`config.mk`:
```
export PLATFORM = sky130hd
export DESIGN_NAME = dctf_core
export DESIGN_NICKNAME = d
export VERILOG_FILES = /design/src/design/dctf_core.v
export VERILOG_INCLUDE_DIRS = /design/src /design/src/design
export SDC_FILE = /design/constraint.sdc
export NUM_CORES = 1
export LEC_CHECK = 0
export BUFFER_PORTS_ARGS = -buffer_cell sky130_fd_sc_hd__buf_2
export CAP_MARGIN = 10
export CORE_MARGIN = 1
export CORE_UTILIZATION = 55
export DETAILED_ROUTE_END_ITERATION = 16
export PLACE_DENSITY_LB_ADDON = 0.05
export SLEW_MARGIN = 20
export SYNTH_ARGS = -nofsm -noshare
export SYNTH_HDL_FRONTEND = slang
export SYNTH_SLANG_ARGS = --single-unit
```
`constraint.sdc`:
```
create_clock -name clk -period 3.82 [get_ports clk]
set_input_delay 0.382 -clock clk [delete_from_list [all_inputs] [get_ports clk]]
set_output_delay 0.382 -clock clk [all_outputs]
set_load 0.01 [all_outputs]
```
`src/design/dctf_defs.vh`:
```
/*
  Constants for the display controller timing and flag core: host bus
  field positions, register reset values and timing counts.
  Assumes a 125 MHz system clock and a host machine cycle of 1.5 us.
*/
`ifndef DCTF_DEFS_VH
`define DCTF_DEFS_VH

// Widths
`define DCTF_AC_W 12
`define DCTF_DATA_W 10

// Accumulator field positions
`define DCTF_AC_VC_BIT 7
`define DCTF_AC_PATH_BIT 0
`define DCTF_AC_ABS_BIT 1
`define DCTF_AC_LEN_BIT 2

// Skip condition select codes
`define DCTF_SKIP_READY 2'h0
`define DCTF_SKIP_CURSOR 2'h1
`define DCTF_SKIP_COMPARE 2'h2
`define DCTF_SKIP_BUSY 2'h3

// Reset values
`define DCTF_DATA_RST 10'h000
`define DCTF_BIT_RST 1'h0

// Timing: clock period and machine cycle in ns
`define DCTF_CLK_NS 8
`define DCTF_MC_NS 1500
// Nominal times in us, counts in machine cycles rounded to nearest
`define DCTF_LOAD_US 100
`define DCTF_XDLY_US 20
`define DCTF_LOAD_MC ((`DCTF_LOAD_US * 1000 + `DCTF_MC_NS / 2) / `DCTF_MC_NS)
`define DCTF_XDLY_MC ((`DCTF_XDLY_US * 1000 + `DCTF_MC_NS / 2) / `DCTF_MC_NS)
`define DCTF_STROKE_MC 2700
// Stroke is counted in sixteenths of a machine cycle
`define DCTF_STROKE_SHIFT 4

`endif

```
`src/design/dctf_core.v`:
```
/*
  Timing and flag core of a storage-tube display controller: data hold
  and path control registers, load, execute-delay and stroke timers,
  vector-continue state, ready and cursor flags, skip and interrupt.
  Assumes host bus levels and pulses arrive asynchronously on pins and
  that each I/O pulse is several hundred ns wide, far above two clocks.
*/
`timescale 1ns/1ps
`include "dctf_defs.vh"

module dctf_core
#(
  parameter LOAD_MC = `DCTF_LOAD_MC,
  parameter XDLY_MC = `DCTF_XDLY_MC,
  parameter STROKE_MC = `DCTF_STROKE_MC
)
(
  input wire clk,
  input wire rstn,
  input wire computerStart,
  input wire ioTransferInstruction,
  input wire loadExecutePulse,
  input wire dataLoadPulse,
  input wire pathLoadPulse,
  input wire readyClearPulse,
  input wire cursorClearPulse,
  input wire skipTestPulse,
  input wire [1:0] skipSelect,
  input wire executeSelectBit,
  input wire axisSelectBit,
  input wire [`DCTF_AC_W-1:0] accumulator,
  input wire cursorButton,
  input wire eraseButton,
  input wire comparatorHigh,
  output reg [`DCTF_DATA_W-1:0] dataHold,
  output reg pathSelectBit,
  output reg absoluteModeBit,
  output reg vectorLengthSelect,
  output reg readyFlag,
  output reg cursorFlag,
  output reg interruptRequest,
  output reg skipRequest,
  output reg transferXGate,
  output reg transferYGate,
  output reg absoluteGate,
  output reg executeDelayGate,
  output reg strokeGate,
  output reg vectorContinueGate
);

  ////////////////////////////////////////////////////////////////////////
  // Local constants

  localparam SYNC_W = 12 + `DCTF_AC_W;
  localparam [4:0] ST_IDLE = 5'h01;
  localparam [4:0] ST_LOAD = 5'h02;
  localparam [4:0] ST_XDLY = 5'h04;
  localparam [4:0] ST_STROKE = 5'h08;
  localparam [4:0] ST_VCONT = 5'h10;
  // Full-width copies first, then cut on purpose to the counter widths
  localparam [31:0] MC_NS_F = `DCTF_MC_NS;
  localparam [31:0] CLK_NS_F = `DCTF_CLK_NS;
  localparam [31:0] LOAD_F = LOAD_MC;
  localparam [31:0] XDLY_F = XDLY_MC;
  localparam [31:0] STROKE_F = STROKE_MC << `DCTF_STROKE_SHIFT;
  localparam [10:0] MC_NS = MC_NS_F[10:0];
  localparam [10:0] CLK_NS = CLK_NS_F[10:0];
  localparam [11:0] LOAD_CNT = LOAD_F[11:0];
  localparam [11:0] XDLY_CNT = XDLY_F[11:0];
  localparam [15:0] STROKE_UNITS = STROKE_F[15:0];
  localparam [15:0] STEP_LONG = 16'h0010;
  localparam [15:0] STEP_SHORT = 16'h0100;

  ////////////////////////////////////////////////////////////////////////
  // Pin synchronisers: two flops before any logic looks at a pin

  wire [SYNC_W-1:0] pinRaw;
  reg [SYNC_W-1:0] sync1_q;
  reg [SYNC_W-1:0] sync2_q;
  reg [SYNC_W-1:0] syncPrev_q;

  assign pinRaw = {computerStart, loadExecutePulse, dataLoadPulse,
                   pathLoadPulse, readyClearPulse, cursorClearPulse,
                   skipTestPulse, cursorButton, eraseButton, comparatorHigh,
                   executeSelectBit, axisSelectBit, accumulator};

  // First stage feeds only the second stage
  always @(posedge clk or negedge rstn)
  begin
    if (!rstn)
    begin
      sync1_q <= {SYNC_W{1'b0}};
      sync2_q <= {SYNC_W{1'b0}};
      syncPrev_q <= {SYNC_W{1'b0}};
    end
    else
    begin
      sync1_q <= pinRaw;
      sync2_q <= sync1_q;
      syncPrev_q <= sync2_q;
    end
  end

  // Synchronised levels and rising edges
  wire [SYNC_W-1:0] rise = sync2_q & ~syncPrev_q;
  wire selected = ioTransferInstruction;
  wire startEv = rise[SYNC_W-1];
  wire ldExEv = rise[SYNC_W-2];
  wire dataEv = rise[SYNC_W-3];
  wire pathEv = rise[SYNC_W-4];
  wire rdyClrEv = rise[SYNC_W-5];
  wire curClrEv = rise[SYNC_W-6];
  wire skipLvl = sync2_q[SYNC_W-7];
  wire cursorEv = rise[SYNC_W-8];
  wire eraseEv = rise[SYNC_W-9];
  wire compLvl = sync2_q[SYNC_W-10];
  wire execSel = sync2_q[SYNC_W-11];
  wire axisSel = sync2_q[SYNC_W-12];
  wire [`DCTF_AC_W-1:0] acSync = sync2_q[`DCTF_AC_W-1:0];
  reg selSync1_q;
  reg selSync_q;
  reg [1:0] skipSel1_q;
  reg [1:0] skipSel_q;

  // Device select and skip code levels pass their own two flops
  always @(posedge clk or negedge rstn)
  begin
    if (!rstn)
    begin
      selSync1_q <= 1'b0;
      selSync_q <= 1'b0;
      skipSel1_q <= 2'h0;
      skipSel_q <= 2'h0;
    end
    else
    begin
      selSync1_q <= selected;
      selSync_q <= selSync1_q;
      skipSel1_q <= skipSelect;
      skipSel_q <= skipSel1_q;
    end
  end

  // Commands count only while this device is addressed
  wire cmdLoadExec = ldExEv & selSync_q;
  wire cmdData = (dataEv | ldExEv) & selSync_q;
  wire cmdPath = pathEv & selSync_q;
  wire cmdRdyClr = rdyClrEv & selSync_q;
  wire cmdCurClr = curClrEv & selSync_q;

  ////////////////////////////////////////////////////////////////////////
  // Host-loaded registers

  // Data hold taken from the accumulator low ten bits
  always @(posedge clk or negedge rstn)
  begin
    if (!rstn)
      dataHold <= `DCTF_DATA_RST;
    else if (cmdData)
      dataHold <= acSync[`DCTF_DATA_W-1:0];
  end

  // Persistent path configuration, also point plot select
  always @(posedge clk or negedge rstn)
  begin
    if (!rstn)
    begin
      pathSelectBit <= `DCTF_BIT_RST;
      absoluteModeBit <= `DCTF_BIT_RST;
      vectorLengthSelect <= `DCTF_BIT_RST;
    end
    else if (cmdPath)
    begin
      pathSelectBit <= acSync[`DCTF_AC_PATH_BIT];
      absoluteModeBit <= acSync[`DCTF_AC_ABS_BIT];
      vectorLengthSelect <= acSync[`DCTF_AC_LEN_BIT];
    end
  end

  ////////////////////////////////////////////////////////////////////////
  // Machine cycle prescaler: 1.5 us from 8 ns clocks, exact on average

  reg [10:0] phase_q;
  reg [10:0] phase_d;
  reg mcTick;

  // Fractional accumulator avoids drift from the 187.5 clock ratio
  always @*
  begin
    mcTick = 1'b0;
    phase_d = phase_q + CLK_NS;
    if (phase_d >= MC_NS)
    begin
      phase_d = phase_d - MC_NS;
      mcTick = 1'b1;
    end
  end

  // Restarted by every load/execute command so each timer starts a full cycle
  always @(posedge clk or negedge rstn)
  begin
    if (!rstn)
      phase_q <= 11'h000;
    else if (cmdLoadExec)
      phase_q <= 11'h000;
    else
      phase_q <= phase_d;
  end

  ////////////////////////////////////////////////////////////////////////
  // Operation sequencer

  reg [4:0] state_q;
  reg [4:0] state_d;
  reg [11:0] cnt_q;
  reg [11:0] cnt_d;
  reg [15:0] strokeLeft_q;
  reg [15:0] strokeLeft_d;
  reg axis_q;
  reg vcReq_q;
  reg point_q;
  reg opDone;

  // Point plot is decoded from the path select bit
  function isPointPlot;
    input pathBit;
    begin
      isPointPlot = ~pathBit;
    end
  endfunction

  // Step of the stroke budget per machine cycle
  function [15:0] strokeStep;
    input lenBit;
    begin
      strokeStep = lenBit ? STEP_SHORT : STEP_LONG;
    end
  endfunction

  // Next state and timer counts
  always @*
  begin
    state_d = state_q;
    cnt_d = cnt_q;
    strokeLeft_d = strokeLeft_q;
    opDone = 1'b0;
    if (cmdLoadExec)
    begin
      // A new command cancels whatever was running
      cnt_d = 12'h000;
      strokeLeft_d = STROKE_UNITS;
      if (execSel)
        state_d = ST_XDLY;
      else
        state_d = ST_LOAD;
    end
    else
    begin
      case (state_q)
        ST_LOAD:
        begin
          if (mcTick)
            cnt_d = cnt_q + 12'h001;
          if (mcTick && cnt_d >= LOAD_CNT)
          begin
            state_d = ST_IDLE;
            opDone = 1'b1;
          end
        end
        ST_XDLY:
        begin
          if (mcTick)
            cnt_d = cnt_q + 12'h001;
          if (mcTick && cnt_d >= XDLY_CNT)
          begin
            if (vcReq_q)
            begin
              state_d = ST_VCONT;
              opDone = 1'b1;
            end
            else if (point_q)
            begin
              state_d = ST_IDLE;
              opDone = 1'b1;
            end
            else
              state_d = ST_STROKE;
          end
        end
        ST_STROKE:
        begin
          if (mcTick)
          begin
            if (strokeLeft_q > strokeStep(vectorLengthSelect))
              strokeLeft_d = strokeLeft_q - strokeStep(vectorLengthSelect);
            else
            begin
              strokeLeft_d = 16'h0000;
              state_d = ST_IDLE;
              opDone = 1'b1;
            end
          end
        end
        ST_VCONT:
        begin
          // Program times the stroke; a path reload ends it
          if (cmdPath)
            state_d = ST_IDLE;
        end
        default:
          state_d = ST_IDLE;
      endcase
    end
  end

  // Sequencer registers and per-command qualifiers
  always @(posedge clk or negedge rstn)
  begin
    if (!rstn)
    begin
      state_q <= ST_IDLE;
      cnt_q <= 12'h000;
      strokeLeft_q <= 16'h0000;
      axis_q <= 1'b0;
      vcReq_q <= 1'b0;
      point_q <= 1'b0;
    end
    else
    begin
      state_q <= state_d;
      cnt_q <= cnt_d;
      strokeLeft_q <= strokeLeft_d;
      if (cmdLoadExec)
      begin
        axis_q <= axisSel;
        vcReq_q <= execSel & acSync[`DCTF_AC_VC_BIT];
        point_q <= isPointPlot(pathSelectBit);
      end
    end
  end

  ////////////////////////////////////////////////////////////////////////
  // Flags: a set in the same cycle as a clear wins

  wire readySet = opDone | eraseEv;
  wire readyClr = cmdRdyClr | cmdLoadExec | startEv;

  always @(posedge clk or negedge rstn)
  begin
    if (!rstn)
    begin
      readyFlag <= 1'b0;
      cursorFlag <= 1'b0;
    end
    else
    begin
      if (readySet)
        readyFlag <= 1'b1;
      else if (readyClr)
        readyFlag <= 1'b0;
      if (cursorEv)
        cursorFlag <= 1'b1;
      else if (cmdCurClr | startEv)
        cursorFlag <= 1'b0;
    end
  end

  ////////////////////////////////////////////////////////////////////////
  // Skip and interrupt answers

  reg skipCond;

  // Skip source chosen by the instruction code
  always @*
  begin
    case (skipSel_q)
      `DCTF_SKIP_READY: skipCond = readyFlag;
      `DCTF_SKIP_CURSOR: skipCond = cursorFlag;
      `DCTF_SKIP_COMPARE: skipCond = compLvl;
      default: skipCond = ~state_q[0];
    endcase
  end

  // Skip held for the width of the synchronised skip pulse
  always @(posedge clk or negedge rstn)
  begin
    if (!rstn)
    begin
      skipRequest <= 1'b0;
      interruptRequest <= 1'b0;
    end
    else
    begin
      skipRequest <= skipLvl & selSync_q & skipCond;
      interruptRequest <= readyFlag | cursorFlag;
    end
  end

  ////////////////////////////////////////////////////////////////////////
  // Gate pulses to the analog switches follow the timer states

  always @(posedge clk or negedge rstn)
  begin
    if (!rstn)
    begin
      transferXGate <= 1'b0;
      transferYGate <= 1'b0;
      absoluteGate <= 1'b0;
      executeDelayGate <= 1'b0;
      strokeGate <= 1'b0;
      vectorContinueGate <= 1'b0;
    end
    else
    begin
      transferXGate <= state_d[1] & ~axisPick(cmdLoadExec, axisSel, axis_q);
      transferYGate <= state_d[1] & axisPick(cmdLoadExec, axisSel, axis_q);
      absoluteGate <= state_d[1] & absoluteModeBit;
      executeDelayGate <= state_d[2];
      strokeGate <= state_d[3];
      vectorContinueGate <= state_d[4];
    end
  end

  // Axis for the gate in the cycle a command is taken
  function axisPick;
    input take;
    input fresh;
    input held;
    begin
      axisPick = take ? fresh : held;
    end
  endfunction

endmodule

```
== Word-level counts from Yosys, hierarchy flattened ==
Cells that the tools add are included.
Word-level totals
  bits in registers: 148
  bits of input ports: 29
Operators by class
  reduce and logical (&&, ||, !) cells: 10
  eq/ne operators: 11
  bitwise gates (word level): 22
  muxes and demuxes: 39
  add/sub/neg operators: 4
  magnitude comparators: 4
Operator list (number)
  $mux 12: 6
  $mux 16: 4
  $mux 5: 7
  $and 24x24->24: 1
  $not 24->24: 1
  $pmux 12 s2: 1
  $mux 11: 2
  $pmux 5 s4: 1
  $gt 16x16->1: 1
  $sub 16x9->16: 1
  $ne 3x3->1 const B: 5
  $mux 1: 13
  $add 12x1->12 const B: 1
  $ge 12x4->1 const B: 1
  $ge 12x7->1 const B: 1
  $add 11x4->11 const B: 1
  $and 1x1->1: 11
  $ge 11x11->1 const B: 1
  $sub 11x11->11 const B: 1
  $mux 9: 1
  $reduce_bool 2->1: 4
  $or 1x1->1: 6
  $pmux 1 s3: 2
  $eq 5x2->1 const B: 1
  other kinds (13): 16

== Longest topological paths before layout ==
  depth in word-level cells: 13
  gate-level depth with buffers: 11
  depth with buffers taken out: 11

== Least setup slack after synthesis ==
OpenSTA, ideal clock, no wires.
  kind: register to register
  start: reg vectorLengthSelect
  end: reg strokeLeft_q[13]
  data required time: 3675 ps
  arrival time: 2495 ps
  cell stages (with the launch flop): 12
  setup slack: 1180 ps
  path buffers: 1
  path through: dfrtp_1 inv_1 ha_1 ha_1 nand2_1 a211oi_1 a41oi_1 nor3b_2 clkbuf_1 nor2_1 o21ai_1 o211ai_1
Between the ends
  longest elaborated chain between the ends: 6
Ends and longest elaborated chain
  start: declaration: line dctf_core.v:38  | output reg vectorLengthSelect,
  start signal: assignment: line dctf_core.v:170  | vectorLengthSelect <= `DCTF_BIT_RST;
  start signal: assignment: line dctf_core.v:176  | vectorLengthSelect <= acSync[`DCTF_AC_LEN_BIT];
  $mux 9 (*): line dctf_core.v:236  | strokeStep = lenBit ? STEP_SHORT : STEP_LONG;
  $sub 16x9->16 or $gt 16x16->1 (tied branches): line dctf_core.v:295, dctf_core.v:294
  $mux 16 (*): line dctf_core.v:294  | if (strokeLeft_q > strokeStep(vectorLengthSelect))
  $mux 16 (*): line dctf_core.v:292  | if (mcTick)
  $mux 16 (*): line dctf_core.v:259  | case (state_q)
  $mux 16 (*): line dctf_core.v:247  | if (cmdLoadExec)
  end signal: assignment: line dctf_core.v:332  | strokeLeft_q <= strokeLeft_d;
  end: declaration: line dctf_core.v:217  | reg [15:0] strokeLeft_q;
Every way passes the cells marked *; elsewhere a longest branch is shown, timed or not. The select of a mux whose other input is x is not followed.
A chain may end at the register's enable or synchronous reset.

== Worst setup path in the final report ==
  start: reg phase_q[3]
  end: reg state_q[2]
Between the ends
  longest elaborated chain between the ends: 11
Ends and longest elaborated chain
  start: declaration: line dctf_core.v:183  | reg [10:0] phase_q;
  start signal: assignment: line dctf_core.v:207  | phase_q <= phase_d;
  $add 11x4->11 (*): line dctf_core.v:191  | phase_d = phase_q + CLK_NS;
  $ge 11x11->1 (*): line dctf_core.v:192  | if (phase_d >= MC_NS)
  $mux 1 (*): line dctf_core.v:192
  $mux 12: line dctf_core.v:262, dctf_core.v:272
  $mux 12: line dctf_core.v:259
  $mux 12: line dctf_core.v:247
  $ge 12x4->1 or $ge 12x7->1 (tied branches): line dctf_core.v:274, dctf_core.v:264
  $logic_and 1x1->1, on equally long branches: line dctf_core.v:274, dctf_core.v:264
  $mux 5, on equally long branches: line dctf_core.v:274, dctf_core.v:264
  $pmux 5 s4 (*): line dctf_core.v:259
  $mux 5 (*): line dctf_core.v:247
  named net state_d[2]: line dctf_core.v:214  | reg [4:0] state_d;
  end signal: assignment: line dctf_core.v:330  | state_q <= state_d;
  end: declaration: line dctf_core.v:213  | reg [4:0] state_q;
Mark *: on every way through the listed nets, which the timed path passes. The rest lies on a longest branch. The select of a mux whose other input is x is not followed.

==> results_dict.tcl <==
set metrics [dict create \
    pin_count 52 \
    fill_count 603 \
    worst_pin_slew_ps 1020 \
    floorplan.rows 34 \
    grt_pass1_wl_um 17500 \
    place.gp.congestion 0.837 \
    longest_clk_path_bufs 2 \
    cell_breakdown_of_the_critical_path "ha_1 -> nand3_1 -> nor2_1 -> xor2_2 -> a31oi_4 -> or4_1 -> o211ai_1 -> or2_4 -> o211ai_2 -> a32o_1" \
    finalCoreUtilization_pct 70.5 \
    post_synth_inst_count 435 \
    post-synth-top-area-fraction_pct 59.6 \
    hold-path-cell-count 0 \
    reg2regPathDepth 10 \
    postRouteAntennaNets 0 \
    die-height_um 96.9 \
    cts_setup_buffers 0 \
    core_area_um2 8720 \
    final.min_clock_period_ps 2890 \
    drcViolationCount 0 \
    synthesis.yosys.warnings 0 \
    part_of_the_yosys_area_used_for_sequential_elements_pct 60.2 \
    avgRoutedWirePerCell_um 15.8 \
    finish_stage_setup_viols 0 \
    final_max_slew_viol_count 0 \
    clock_sinks 119 \
    worst-path-max-fanout 10 \
    place_ws_ps 970 \
    max_clock_freq_ghz 0.346 \
    comb_power_share_pct 11.0 \
    critical_path_slowest_stage_cell "sky130_fd_sc_hd__or4_1" \
    initial_core_util_pct 56.8 \
    holdWs_ps 348 \
    power_mw 3.31 \
    nNetsFinal 558 \
    grt_setup_unrepaired "false" \
    initialDrtViolationCount 289 \
    overflow 0 \
    synth-async-reset-ratio_pct 100 \
    synth_enable_flop_cells 0 \
    slew_headroom_pct 31.8 \
    clk_transition_reported_paths_ps 60 \
    synth.area.top_cells "sky130_fd_sc_hd__dfrtp_1 60%, sky130_fd_sc_hd__mux2_2 3.0%, sky130_fd_sc_hd__nor2_1 3.0%" \
    p_leak_nw 2.72 \
    power_switching_share_pct 27.4 \
    critical_path_stages 10 \
    fin_setup_tns_ps 0 \
    total_switching_power_uw 908 \
    min_path_type "reg2reg" \
    vdd_drop_max_mv 0.365 \
    total_routing_usage_reported_by_global_routing_pct 23.5 \
    post-route-period-util_pct 75.6 \
    clk_root_buffer_cell "sky130_fd_sc_hd__clkbuf_8" \
    final_common_cell "sky130_fd_sc_hd__dfrtp_1" \
    post-dp-hpwl_um 5950 \
    synthesized_flop_and_latch_total 119 \
    num_antenna_cells 0 \
    post_synth.cell_area_avg_um2 11.4 \
    die_w_um 96.9 \
    worstPathArrival_ps 3290 \
    maximum_number_of_pins_on_one_net_before_global_route_repair 47 \
    netlist-cell-type-count 61 \
    hold_buffers 26 \
    timing.final.ws_setup_ps 931 \
    status "finished, final reports clean" \
    cts_made_buffers 17 \
    reg2reg_setup_slack_ps 930 \
    synth_fp_nets 472 \
    first_global_vias 3651 \
    post_synth_instance_area_um2 4950 \
    path_class "reg2reg" \
    worst_ep_required_time_ps 4220 \
    grt_antenna_before_repair 0 \
    worst_clock_skew_ps 11.9 \
    htree_num_levels 4 \
    most-common-layout-cells "118 x sky130_fd_sc_hd__dfrtp_1, 48 x sky130_fd_sc_hd__buf_2, 38 x sky130_fd_sc_hd__nand2_1, 38 x sky130_fd_sc_hd__nor2_1, 26 x sky130_fd_sc_hd__dlygate4sd3_1" \
    seq_power_share_pct 43.4 \
    endpoint_kind "flop" \
    numPortBuffers 49 \
    timing.critical_path.slowest_cell_delay_ps 500 \
    cts_tree "yes" \
    critPathBufInv 0 \
    cts.repair.resized 0 \
    worstSkewPairLatency_ps 520 \
    clock_power_share_pct 45.6 \
    timing_hold_violations_final 0 \
    num_vias 3593 \
    pwr_density_cell_nw_per_um2 539 \
    synth_area_leader_cell "sky130_fd_sc_hd__dfrtp_1" \
    flow.area_growth_from_synthesis_pct 24.1 \
    internal-power_mw 2.40 \
    critPathTopFamily "simple AND/OR/NAND/NOR gates" \
    detail_route.first_pass.iterations 4 \
    final_layout_size_suffix_gt1_share_pct 22.3 \
    timing.max_cap.violations 0 \
    drt-vias-per-instance 5.60 \
    synth_ff_type "sky130_fd_sc_hd__dfrtp_1" \
    timing.critical_path.from_type "flop" \
    die_area_um2 9390 \
    routed_wl_um 10200 \
]
==> registers in the layout (all words and copies together), names as in the netlist, 2 cells and up <==
| name | flops |
|---|---|
| cnt_q | 12 |
| dataHold | 10 |
| phase_q | 9 |
| skipSel1_q | 2 |
| skipSel_q | 2 |
| state_q | 5 |
| strokeLeft_q | 12 |
| sync1_q | 22 |
| sync2_q | 22 |
| syncPrev_q | 8 |
==> cells in the mapped netlist, types with 3 or more instances <==
library cell,count
sky130_fd_sc_hd__dfrtp_1,118
sky130_fd_sc_hd__nor2_1,39
sky130_fd_sc_hd__nand2_1,38
sky130_fd_sc_hd__nand3_1,25
sky130_fd_sc_hd__a21oi_1,20
sky130_fd_sc_hd__mux2_2,13
sky130_fd_sc_hd__nor3_1,13
sky130_fd_sc_hd__xnor2_1,13
sky130_fd_sc_hd__o21ai_0,12
sky130_fd_sc_hd__inv_1,11
sky130_fd_sc_hd__xor2_1,11
sky130_fd_sc_hd__clkbuf_1,9
sky130_fd_sc_hd__ha_1,8
sky130_fd_sc_hd__o21ai_1,8
sky130_fd_sc_hd__nand3b_1,7
sky130_fd_sc_hd__nand4_1,7
sky130_fd_sc_hd__a211oi_1,6
sky130_fd_sc_hd__nand2b_1,6
sky130_fd_sc_hd__o211ai_1,5
sky130_fd_sc_hd__a21boi_1,4
sky130_fd_sc_hd__buf_2,4
sky130_fd_sc_hd__nor2b_1,4
sky130_fd_sc_hd__and3_1,3
sky130_fd_sc_hd__nor2_2,3
sky130_fd_sc_hd__or2_2,3
sky130_fd_sc_hd__or3_1,3
==> per-stage QoR <==
stage	cells	cell area [µm²]
floorplan	435	4950
global placement	584	5330
detailed placement	584	5330
CTS	642	6150
global route	642	6150
finish	642	6150
==> final timing paths <==
path	start	end
setup / recovery	phase_q[3]	state_q[2]
hold / removal	skipSel1_q[1]	skipSel_q[1]
setup reg to reg	phase_q[3]	state_q[2]
hold reg to reg	skipSel1_q[1]	skipSel_q[1]
max in group asynchronous	rstn	state_q[0]
min in group asynchronous	rstn	cnt_q[10]
==> area by class of cell <==
type	count	area, µm²	share of cell area [%]
sequential	119	2980	48.5
multi-input combinational	291	1880	30.5
timing repair buffer	81	553	9.00
clock buffer	18	418	6.80
clock inverter	14	143	2.32
tap	108	135	2.20
inverter	11	41.3	0.672
==> cells by family after synthesis <==
logic type	count (synthesis)	share of synthesized area, %
compound gates	78	10.5
buf+inv	25	2.00
simple gates	163	16.5
mux	15	3.36
xor+xnor	27	5.46
fa+ha+maj	8	2.02
flops	119	60.2
==> per-layer routing <==
metal	vias up	wire length (µm)	global-route usage [%]
met5	-	0	0
met4	0	154	10.4
met3	17	402	4.55
met2	95	5060	38.2
met1	1781	4560	30.9
li1	1700	-	-
==> power groups by stage <==
stage          Sequential (mW)  Clock [mW]  Combinational, mW
3_5_place_dp              1.46           0              0.340
6_report                  1.44        1.51              0.363
4_1_cts                   1.44        1.52              0.366
5_1_grt                   1.45        1.58              0.407
3_3_place_gp              1.45           0              0.335
2_1_floorplan             1.44           0              0.229
No activity file was read; power rests on OpenSTA's default activity.
